[src/common/uart_aux_defs.svh]
/*
  Register indices, field positions and reset values of the auxiliary
  control and status register bank.
  Assumes inclusion by bare name from every file that decodes registers.
*/
`ifndef UART_AUX_DEFS_SVH
`define UART_AUX_DEFS_SVH

// ----------------------------------------------------------------------
// Register word indices (Avalon word address)
// ----------------------------------------------------------------------
`define IDX_MODE_A        4'h0
`define IDX_CMD_A         4'h1
`define IDX_AUX_CONTROL   4'h2
`define IDX_INPUT_CHANGE  4'h3
`define IDX_INT_STATUS    4'h4
`define IDX_INT_MASK      4'h5
`define IDX_TIMER_UPPER   4'h6
`define IDX_TIMER_LOWER   4'h7
`define IDX_INT_VECTOR    4'h8
`define IDX_OUT_CONFIG    4'h9
`define IDX_OUT_SET       4'ha
`define IDX_OUT_CLEAR     4'hb
`define IDX_OUT_VALUE     4'hc

// ----------------------------------------------------------------------
// Field positions
// ----------------------------------------------------------------------
`define AUX_BRG_BIT       7
`define AUX_TMODE_MSB     6
`define AUX_TMODE_LSB     4
`define AUX_IPEN_MSB      3
`define MODE_RXRTS_BIT    7
`define MODE_RXINT_BIT    6
`define CMD_MSB           6
`define CMD_LSB           4
`define CMD_SET_PTR       3'h1
`define CFG_OP4_BIT       4
`define CFG_OP5_BIT       5
`define CFG_OP6_BIT       6
`define CFG_OP7_BIT       7
`define BYTE_MSB          7

// ----------------------------------------------------------------------
// Reset values
// ----------------------------------------------------------------------
`define REG_RESET         8'h00
`define IVR_RESET         8'h00
`define IP_RESET          4'hf
`define PIN_RESET         8'hff
`define DELTA_RESET       4'h0
`define RDATA_RESET       32'h00000000
`define RD_PAD            24'h000000

`endif

[src/common/uart_aux_pkg.sv]
/*
  Types shared by the auxiliary register bank.
  Assumes the rest of the channel logic supplies status in these forms.
*/
package uart_aux_pkg;

  // Status a channel reports to the interrupt logic
  typedef struct packed {
    logic break_change;
    logic rx_ready;
    logic fifo_full;
    logic tx_ready;
  } chan_stat_t;

  // Mode register pointer of channel A
  typedef enum logic {
    PTR_FIRST,
    PTR_SECOND
  } mode_ptr_t;

endpackage

[src/hdl/in_change_detect.sv]
/*
  Synchronises four input pins and keeps sticky change flags.
  Assumes the clear mask is a one-cycle pulse from the register read.
*/
`timescale 1ns/10ps
`include "uart_aux_defs.svh"
module in_change_detect (
  // Clock and reset
  input wire logic clk,
  input wire logic rst,
  // Pins
  input wire logic [3:0] pin_in,
  // Flag control
  input wire logic [3:0] clear_mask,
  // Results
  output logic [3:0] level,
  output logic [3:0] delta
);

  logic [3:0] sync1_r;
  logic [3:0] sync2_r;
  logic [3:0] prev_r;
  logic [3:0] delta_r;

  // Two-stage synchroniser
  always_ff @(posedge clk or posedge rst) begin
    if (rst) begin
      sync1_r <= `IP_RESET;
      sync2_r <= `IP_RESET;
      prev_r <= `IP_RESET;
    end else begin
      sync1_r <= pin_in;
      sync2_r <= sync1_r;
      prev_r <= sync2_r;
    end
  end

  // Sticky change flags, a new change beats the clear
  always_ff @(posedge clk or posedge rst) begin
    if (rst) begin
      delta_r <= `DELTA_RESET;
    end else begin
      delta_r <= (delta_r & ~clear_mask) | (sync2_r ^ prev_r);
    end
  end

  assign level = prev_r;
  assign delta = delta_r;
endmodule

[src/hdl/uart_aux_regs.sv]
/*
  Auxiliary control and status register bank of a dual serial channel
  controller, reached over an Avalon-MM slave with waitrequest.
  Assumes channel status and start-bit pulses come from logic on clk;
  the input pins are asynchronous.
*/
// Our own choices: the address map and the Avalon-MM interface to the registers.
`timescale 1ns/10ps
`include "uart_aux_defs.svh"
module uart_aux_regs (
  // Clock and reset
  input wire logic clk,
  input wire logic rst,
  // Avalon-MM slave
  input wire logic [3:0] address,
  input wire logic read,
  input wire logic write,
  input wire logic [31:0] writedata,
  output logic [31:0] readdata,
  output logic waitrequest,
  // Channel status
  input uart_aux_pkg::chan_stat_t chan_a_stat,
  input uart_aux_pkg::chan_stat_t chan_b_stat,
  input wire logic chan_b_rx_cond,
  input wire logic counter_ready,
  input wire logic chan_a_start_bit,
  // Pins
  input wire logic [3:0] in_pin,
  output logic [7:0] out_pin,
  output logic irq,
  // Settings for the rest of the device
  output logic baud_set_sel,
  output logic [2:0] timer_mode,
  output logic [15:0] timer_preset,
  output logic [7:0] chan_a_mode_first,
  output logic [7:0] chan_a_mode_second,
  output logic [7:0] interrupt_vector
);

  // ----------------------------------------------------------------------
  // Declarations
  // ----------------------------------------------------------------------
  logic waitrequest_r;
  logic [31:0] readdata_r;
  logic [7:0] aux_control_r;
  logic [7:0] interrupt_mask_r;
  logic [7:0] interrupt_status_r;
  logic [7:0] interrupt_status_nxt;
  logic [7:0] timer_upper_r;
  logic [7:0] timer_lower_r;
  logic [7:0] interrupt_vector_r;
  logic [7:0] output_pin_config_r;
  logic [7:0] output_port_value_r;
  logic [7:0] mode_first_r;
  logic [7:0] mode_second_r;
  logic [7:0] out_pin_r;
  logic [7:0] out_pin_nxt;
  logic [3:0] delta_seen_r;
  logic [3:0] delta_clear;
  logic [3:0] in_level;
  logic [3:0] in_delta;
  logic [7:0] wdata;
  logic irq_r;
  logic rts_hold_r;
  logic rx_cond_a;
  logic accept;
  uart_aux_pkg::mode_ptr_t ptr_r;

  // ----------------------------------------------------------------------
  // Decode helpers
  // ----------------------------------------------------------------------
  function automatic logic hit(input logic [3:0] addr,
                               input logic [3:0] idx,
                               input logic strobe);
    hit = strobe && (addr == idx);
  endfunction

  // Read data for a register index
  function automatic logic [7:0] rd_mux(input logic [3:0] idx);
    rd_mux = `REG_RESET;
    unique case (idx)
      `IDX_MODE_A: begin
        rd_mux = (ptr_r == uart_aux_pkg::PTR_FIRST) ? mode_first_r
                                                     : mode_second_r;
      end
      `IDX_INPUT_CHANGE: rd_mux = {in_delta, in_level};
      `IDX_INT_STATUS: rd_mux = interrupt_status_r;
      `IDX_INT_VECTOR: rd_mux = interrupt_vector_r;
      `IDX_OUT_VALUE: rd_mux = output_port_value_r;
      default: rd_mux = `REG_RESET;
    endcase
  endfunction

  // ----------------------------------------------------------------------
  // Avalon slave handshake
  // ----------------------------------------------------------------------
  assign accept = (read || write) && !waitrequest_r;
  assign wdata = writedata[`BYTE_MSB:0];

  // One wait cycle, then answer for one cycle
  always_ff @(posedge clk or posedge rst) begin
    if (rst) begin
      waitrequest_r <= 1'b1;
    end else if ((read || write) && waitrequest_r) begin
      waitrequest_r <= 1'b0;
    end else begin
      waitrequest_r <= 1'b1;
    end
  end

  // Read data captured during the wait cycle
  always_ff @(posedge clk or posedge rst) begin
    if (rst) begin
      readdata_r <= `RDATA_RESET;
      delta_seen_r <= `DELTA_RESET;
    end else if (read && waitrequest_r) begin
      readdata_r <= {`RD_PAD, rd_mux(address)};
      delta_seen_r <= in_delta;
    end
  end

  // Only flags that were reported get cleared
  assign delta_clear = hit(address, `IDX_INPUT_CHANGE, read && accept)
                       ? delta_seen_r : 4'h0;

  // ----------------------------------------------------------------------
  // Plain control registers
  // ----------------------------------------------------------------------
  // Aux control, mask, timer preset, vector, pin config
  always_ff @(posedge clk or posedge rst) begin
    if (rst) begin
      aux_control_r <= `REG_RESET;
      interrupt_mask_r <= `REG_RESET;
      timer_upper_r <= `REG_RESET;
      timer_lower_r <= `REG_RESET;
      interrupt_vector_r <= `IVR_RESET;
      output_pin_config_r <= `REG_RESET;
    end else begin
      if (hit(address, `IDX_AUX_CONTROL, write && accept)) begin
        aux_control_r <= wdata;
      end
      if (hit(address, `IDX_INT_MASK, write && accept)) begin
        interrupt_mask_r <= wdata;
      end
      if (hit(address, `IDX_TIMER_UPPER, write && accept)) begin
        timer_upper_r <= wdata;
      end
      if (hit(address, `IDX_TIMER_LOWER, write && accept)) begin
        timer_lower_r <= wdata;
      end
      if (hit(address, `IDX_INT_VECTOR, write && accept)) begin
        interrupt_vector_r <= wdata;
      end
      if (hit(address, `IDX_OUT_CONFIG, write && accept)) begin
        output_pin_config_r <= wdata;
      end
    end
  end

  // ----------------------------------------------------------------------
  // Channel A mode registers and pointer
  // ----------------------------------------------------------------------
  // Pointer: set-pointer command, advance on first-register access
  always_ff @(posedge clk or posedge rst) begin
    if (rst) begin
      ptr_r <= uart_aux_pkg::PTR_FIRST;
    end else if (hit(address, `IDX_CMD_A, write && accept) &&
                 wdata[`CMD_MSB:`CMD_LSB] == `CMD_SET_PTR) begin
      ptr_r <= uart_aux_pkg::PTR_FIRST;
    end else if (hit(address, `IDX_MODE_A, accept) &&
                 ptr_r == uart_aux_pkg::PTR_FIRST) begin
      ptr_r <= uart_aux_pkg::PTR_SECOND;
    end
  end

  // Mode register storage through the pointer
  always_ff @(posedge clk or posedge rst) begin
    if (rst) begin
      mode_first_r <= `REG_RESET;
      mode_second_r <= `REG_RESET;
    end else if (hit(address, `IDX_MODE_A, write && accept)) begin
      if (ptr_r == uart_aux_pkg::PTR_FIRST) begin
        mode_first_r <= wdata;
      end else begin
        mode_second_r <= wdata;
      end
    end
  end

  // ----------------------------------------------------------------------
  // Output port value
  // ----------------------------------------------------------------------
  // Bit set and bit clear commands
  always_ff @(posedge clk or posedge rst) begin
    if (rst) begin
      output_port_value_r <= `REG_RESET;
    end else if (hit(address, `IDX_OUT_SET, write && accept)) begin
      output_port_value_r <= output_port_value_r | wdata;
    end else if (hit(address, `IDX_OUT_CLEAR, write && accept)) begin
      output_port_value_r <= output_port_value_r & ~wdata;
    end
  end

  // ----------------------------------------------------------------------
  // Receiver flow control
  // ----------------------------------------------------------------------
  // Hold request-to-send off while the FIFO stays full
  always_ff @(posedge clk or posedge rst) begin
    if (rst) begin
      rts_hold_r <= 1'b0;
    end else if (!chan_a_stat.fifo_full ||
                 !mode_first_r[`MODE_RXRTS_BIT]) begin
      rts_hold_r <= 1'b0;
    end else if (chan_a_start_bit) begin
      rts_hold_r <= 1'b1;
    end
  end

  // ----------------------------------------------------------------------
  // Interrupt status and request
  // ----------------------------------------------------------------------
  // Receive condition chosen by mode bit 6
  assign rx_cond_a = mode_first_r[`MODE_RXINT_BIT]
                     ? chan_a_stat.fifo_full : chan_a_stat.rx_ready;

  // Status bits, input change first
  always_comb begin
    interrupt_status_nxt = {
      |(in_delta & aux_control_r[`AUX_IPEN_MSB:0]),
      chan_b_stat.break_change,
      chan_b_rx_cond,
      chan_b_stat.tx_ready,
      counter_ready,
      chan_a_stat.break_change,
      rx_cond_a,
      chan_a_stat.tx_ready
    };
  end

  // Status register and masked request
  always_ff @(posedge clk or posedge rst) begin
    if (rst) begin
      interrupt_status_r <= `REG_RESET;
      irq_r <= 1'b0;
    end else begin
      interrupt_status_r <= interrupt_status_nxt;
      irq_r <= |(interrupt_status_nxt & interrupt_mask_r);
    end
  end

  // ----------------------------------------------------------------------
  // Output pins
  // ----------------------------------------------------------------------
  // Pin levels are inverted register or status bits
  always_comb begin
    out_pin_nxt = ~output_port_value_r;
    out_pin_nxt[0] = ~(output_port_value_r[0] & ~rts_hold_r);
    if (output_pin_config_r[`CFG_OP4_BIT]) begin
      out_pin_nxt[4] = ~rx_cond_a;
    end
    if (output_pin_config_r[`CFG_OP5_BIT]) begin
      out_pin_nxt[5] = ~chan_b_rx_cond;
    end
    if (output_pin_config_r[`CFG_OP6_BIT]) begin
      out_pin_nxt[6] = ~chan_a_stat.tx_ready;
    end
    if (output_pin_config_r[`CFG_OP7_BIT]) begin
      out_pin_nxt[7] = ~chan_b_stat.tx_ready;
    end
  end

  // Registered pin drive
  always_ff @(posedge clk or posedge rst) begin
    if (rst) begin
      out_pin_r <= `PIN_RESET;
    end else begin
      out_pin_r <= out_pin_nxt;
    end
  end

  // ----------------------------------------------------------------------
  // Input change detection
  // ----------------------------------------------------------------------
  in_change_detect u_in_change (
    .clk(clk),
    .rst(rst),
    .pin_in(in_pin),
    .clear_mask(delta_clear),
    .level(in_level),
    .delta(in_delta)
  );

  // ----------------------------------------------------------------------
  // Outputs
  // ----------------------------------------------------------------------
  assign readdata = readdata_r;
  assign waitrequest = waitrequest_r;
  assign out_pin = out_pin_r;
  assign irq = irq_r;
  assign baud_set_sel = aux_control_r[`AUX_BRG_BIT];
  assign timer_mode = aux_control_r[`AUX_TMODE_MSB:`AUX_TMODE_LSB];
  assign timer_preset = {timer_upper_r, timer_lower_r};
  assign chan_a_mode_first = mode_first_r;
  assign chan_a_mode_second = mode_second_r;
  assign interrupt_vector = interrupt_vector_r;
endmodule

[config.mk]
export PLATFORM = sky130hd
export DESIGN_NAME = uart_aux_regs
export DESIGN_NICKNAME = d
export VERILOG_FILES = /design/src/common/uart_aux_pkg.sv /design/src/hdl/in_change_detect.sv /design/src/hdl/uart_aux_regs.sv
export VERILOG_INCLUDE_DIRS = /design/src /design/src/common
export SDC_FILE = /design/constraint.sdc
export NUM_CORES = 1
export LEC_CHECK = 0
export ABC_CLOCK_PERIOD_IN_PS = 4900
export BUFFER_PORTS_ARGS = -buffer_cell sky130_fd_sc_hd__buf_2
export CAP_MARGIN = 20
export CELL_PAD_IN_SITES_DETAIL_PLACEMENT = 1
export CELL_PAD_IN_SITES_GLOBAL_PLACEMENT = 2
export CORE_UTILIZATION = 37
export DETAILED_ROUTE_END_ITERATION = 8
export PLACE_DENSITY = 0.92
export SLEW_MARGIN = 10
export SYNTH_ARGS = -nofsm -noshare
export SYNTH_HDL_FRONTEND = slang
export SYNTH_SLANG_ARGS = --single-unit
[constraint.sdc]
create_clock -name clk -period 4.9 [get_ports clk]
set_input_delay 0.49 -clock clk [delete_from_list [all_inputs] [get_ports clk]]
set_output_delay 0.49 -clock clk [all_outputs]
set_load 0.05 [all_outputs]
### Word-level counts from Yosys, hierarchy flattened

Cells that the tools add are included.

* register bits: 120
* input bits: 55
* output and inout bits: 86
* word-level logic and storage cells: 99

* equality and inequality tests: 13
* mux-type cells: 15
* bitwise logic cells: 18
* reductions and logical operators: 32

Operators with widths (number)
* one-hot mux 8 bit (5 select lines): 1
* 2-to-1 mux 8 bit: 3
* equality test 4 bit, second input constant: 5
* logical AND 1 bit: 19
* bitwise AND 8 bit: 2
* equality test 4 x 3 -> 1 bit, second input constant: 4
* NOT 8 bit: 2
* 2-to-1 mux 1 bit: 10
* bitwise AND 4 bit: 2
* equality test 4 x 2 -> 1 bit, second input constant: 2
* OR 8 bit: 1
* OR reduction 8 bit: 1
* NOT 1 bit: 7
* nonzero test 2 bit: 3
* equality test 4 x 1 -> 1 bit, second input constant: 1
* logical NOT 4 bit: 1
* 2-to-1 mux 4 bit: 1
* NOT 4 bit: 1
* OR 4 bit: 1
* AND reduction 2 bit: 2
* OR reduction 4 bit: 1
* bitwise XOR 4 bit: 1
* equality test 3 x 1 -> 1 bit, second input constant: 1
* logical NOT 1 bit: 3
* 2 further kinds: 3

### Depth between registers and ports, before layout

* depth in word-level cells: 8
* mapped depth: 6
* gate-level depth less buffers: 4

### By module

A second synthesis with hierarchy kept.

* cells, all modules: 337
* area, all modules: 4887.2 µm²

Modules (own cells, without submodules)
* uart_aux_regs: instances 1, cells an instance 308, area each 4398.0 µm², seq. area each 2513.7 µm²
* in_change_detect: instances 1, cells an instance 29, area each 489.2 µm², seq. area each 415.4 µm²

### Worst setup path before layout

OpenSTA, ideal clock, no wires.

* path kind: register to register
* start: register waitrequest_r (netlist: waitrequest)
* end: register with a tool-made name
* setup time: 0.125 ns
* arrival: 1.704 ns
* required time: 4.775 ns
* path slack: 3.071 ns
* cell stages (with the launch flop): 6
* path buffers: 1
* period minus slack after synthesis: 1.829 ns
* cell sequence: dfstp_2 -> and4bb_2 -> and2_1 -> buf_2 -> nand2_1 -> mux2_2

RTL lines
* from (decl): RTL line uart_aux_regs.sv:43 `logic waitrequest_r;`
* from (signal assigned): RTL line uart_aux_regs.sv:103 `waitrequest_r <= 1'b1;`
* from (signal assigned): RTL line uart_aux_regs.sv:105 `waitrequest_r <= 1'b0;`
* from (signal assigned): RTL line uart_aux_regs.sv:107 `waitrequest_r <= 1'b1;`

### Worst setup path after layout

* start: register ptr_r
* end: register readdata_r[0] (netlist: readdata[0])

* cells in the longest elaborated chain, start to end: 2

Ends and longest elaborated chain
* from (decl): RTL line uart_aux_regs.sv:67 `uart_aux_pkg::mode_ptr_t ptr_r;`
* from (signal assigned): RTL line uart_aux_regs.sv:166 `ptr_r <= uart_aux_pkg::PTR_FIRST;`
* from (signal assigned): RTL line uart_aux_regs.sv:169 `ptr_r <= uart_aux_pkg::PTR_FIRST;`
* from (signal assigned): RTL line uart_aux_regs.sv:172 `ptr_r <= uart_aux_pkg::PTR_SECOND;`
* 2-to-1 mux 8 bit: RTL line uart_aux_regs.sv:83 `rd_mux = (ptr_r == uart_aux_pkg::PTR_FIRST) ? mode_first_r`
* one-hot mux 8 bit (5 select lines): RTL line uart_aux_regs.sv:81 `unique case (idx)`
* to (signal assigned): RTL line uart_aux_regs.sv:114 `` readdata_r <= `RDATA_RESET; ``
* to (signal assigned): RTL line uart_aux_regs.sv:117 `` readdata_r <= {`RD_PAD, rd_mux(address)}; ``
* to (decl): RTL line uart_aux_regs.sv:44 `logic [31:0] readdata_r;`

No other way between the ends.
A chain may end at the register's enable or synchronous reset.

==> reports/results.tsv <==
stage	metric	value	unit
cts	path_clk_slew	0.06	ns
placement	dp_hpwl	8390	µm
global_route	grt_max_degree	77	
layout	antenna-diode-count	0	
outcome	status	finished, final reports clean	
logic_synthesis	yosysSeqAreaShare	59.6	%
detailed_routing	firstDrtPassIters	4	
logic_synthesis	async_flop_share	100	%
detailed_routing	routedWlPerCell	19.1	µm
critical_path	critPathRequiredTime	5.20	ns
global_route	grt_pass1_vias	3209	
layout	syn_to_final_growth	23.5	%
detailed_routing	routed_wl	12100	µm
cts	cts.root.buffer_cell	clkbuf_16	
critical_path	cp_top_family	multiplexers	
logic_synthesis	synth_enable_flop_cells	0	
critical_path	critPathCaptureType	flop	
worst_hold_path	hp-class	primary input to flop	
cts	hold_buffers	0	
critical_path	slowest_stage	dfrtp_1	
die	dieArea	13700	µm²
detailed_routing	vias_per_cell	5.03	
logic_synthesis	ys_warn_count	0	
logic_synthesis	synthTopCellsByArea	dfrtp_1, mux2_2, dfstp_2, buf_4, mux2i_1	
sta	tns	0	ns
global_route	track_usage	19.0	%
layout	fillers	1313	
die	core	12800	µm²
logic_synthesis	synth_seq_cells	116	
pwr	p_leak	2.89	nW
die	die_x	117	µm
die	start_util	38.5	%
worst_hold_path	min_from	in_pin[2]	
cts	clk_latency	0.41	ns
critical_path	cp_max_fo	11	
critical_path	criticalPathCategory	flop to flop	
critical_path	crit_start	ptr_r	
pwr	pwr_density_cell	546	nW/µm²
logic_synthesis	synth.cell_area	4910	µm²
cts	postCtsSetupRepairBufs	0	
logic_synthesis	synth.top_cells.by_count	dfrtp_1, mux2_2, buf_4	
cts	clockBufferDepth	2	
global_route	antenna_found_initial	1	
sta	grt_setup_unrepaired	false	
sta	slew_headroom	37.7	%
logic_synthesis	yosysTopAreaCell	dfrtp_1	
cts	cts_made_buffers	17	
logic_synthesis	avgSynthCellArea	13.9	µm²
cts	cts_sinks	116	
cts	cts_tree	done	
logic_synthesis	synth.most_common_cell	dfrtp_1	
critical_path	crit_path_start_kind	flop	
critical_path	r2r_start	ptr_r	
logic_synthesis	yosys_most_used_dff	dfrtp_1	
job	max_cap_viol_count	0	
critical_path	timing.critical_path.buf_inv	0	
cts	cts.repair.resized	0	
detailed_routing	drtIter0Drc	181	
placement	gp_congestion	0.774	
critical_path	path_cells	mux2_1, mux4_2, nand3_1, o21ai_1	
sta	hold_viol_final	0	
pwr	vdd_drop_max	0.278	mV
sta	clock.fmax	525	MHz
cts	cts-htree-levels	4	
logic_synthesis	synthCells	354	
sta	slew_viol_final	0	
sta	period_share	38.9	%
detailed_routing	drc_errors	0	
logic_synthesis	synth_top_area_share	48.4	%
layout	final_util	47.5	%
critical_path	cp.arrival	2.20	ns
global_route	grt_pass1_wl	18500	µm
detailed_routing	vias	3175	
global_route	grt_overflow_total	0	
layout	drive_above_1_share	49.7	%
placement	io_buffers	90	
sta	skew	0.0113	ns
logic_synthesis	synth.distinct_cells	46	
die	num_rows	41	
die	io_pins	141	
sta	worstMarginPinSlew	0.935	ns
sta	setup_viol	0	
sta	final.min_clock_period	1.91	ns
die	dieHeight	117	µm
layout	nets	501	
detailed_routing	ant_nets	0	
critical_path	cpPeakStageDelay	0.74	ns
[power by group]
group | internal, mW | switching, mW
Combinational | 0.200 | 0.518
Clock | 0.969 | 0.421
Sequential | 1.11 | 0.0992
[routing by layer]
layer | vias to the layer above | share of wire, % | global-route usage, %
met5 | - | 0.11 | 0
met4 | 2 | 1.1 | 6.08
met3 | 14 | 5.7 | 5.87
met2 | 101 | 51 | 31.0
met1 | 1664 | 42 | 24.0
li1 | 1394 | - | -
[cell families after synthesis]
group,after synthesis,share of synthesized area [%]
compound gates,35,4.89
xor+xnor,4,0.713
buf+inv,46,6.11
flops,116,59.6
mux,92,21.2
other cells,1,0.0763
simple gates,60,7.46
[cells in the final DEF (no fill, tap or decap), types with 6 or more instances in the layout]
cell       instances
dfrtp_1           95
buf_2             90
mux2_2            74
nand2_1           27
conb_1            24
dfstp_2           21
clkbuf_16         17
mux2i_1           15
o21ai_1            7
nand3_1            6
[worst paths after layout]
kind                                           to  slack, ns  cells past startpoint
max                                   readdata[0]       2.99                      4
min                        u_in_change.sync1_r[2]       0.18                      1
max reg2reg                           readdata[0]       2.99                      4
min reg2reg                u_in_change.sync2_r[2]       0.35                      0
max in group asynchronous              out_pin[1]       3.52                      3
min in group asynchronous        aux_control_r[6]       0.26                      2
[worst register-to-register path, cell delays in order, from the launching register on]
cell     delay, ns
dfrtp_1       0.74
mux2_1        0.40
mux4_2        0.47
nand3_1       0.11
o21ai_1       0.07
[sequential cells by signal, indices dropped and copies added (netlist names), named ones only]
signal,count
aux_control_r,8
chan_a_mode_first,8
chan_a_mode_second,8
interrupt_mask_r,8
interrupt_status_r,8
interrupt_vector,8
out_pin,8
readdata,8
timer_lower_r,8
timer_upper_r,8
delta_seen_r,4
output_pin_config_r,4
u_in_change.delta,4
u_in_change.level,4
u_in_change.sync1_r,4
u_in_change.sync2_r,4
irq,1
ptr_r,1
rts_hold_r,1
waitrequest,1
[area by class of cell]
type | count | area, µm² | share of cell area, %
flip-flops and latches | 116 | 2930 | 48.3
multi-input cells | 215 | 1770 | 29.2
clock buffers | 24 | 502 | 8.27
repair buffers | 92 | 465 | 7.67
well taps | 172 | 215 | 3.55
clock inverters | 8 | 169 | 2.78
inverters | 4 | 17.5 | 0.289
[per-stage QoR]
step | instance area (µm²) | total power [mW] | hold WS, ns | instances | worst slack [ns]
2_1_floorplan | 5000 | 1.78 | 0.345 | 377 | 1.37
3_3_place_gp | 5400 | 1.91 | 0.348 | 599 | 2.73
3_5_place_dp | 5400 | 1.94 | 0.347 | 599 | 2.65
4_1_cts | 6070 | 3.34 | 0.166 | 631 | 2.99
5_1_grt | 6070 | 3.44 | 0.159 | 631 | 2.91
6_report | 6070 | 3.31 | 0.178 | 631 | 2.99
No activity file was read; power rests on OpenSTA's default activity.
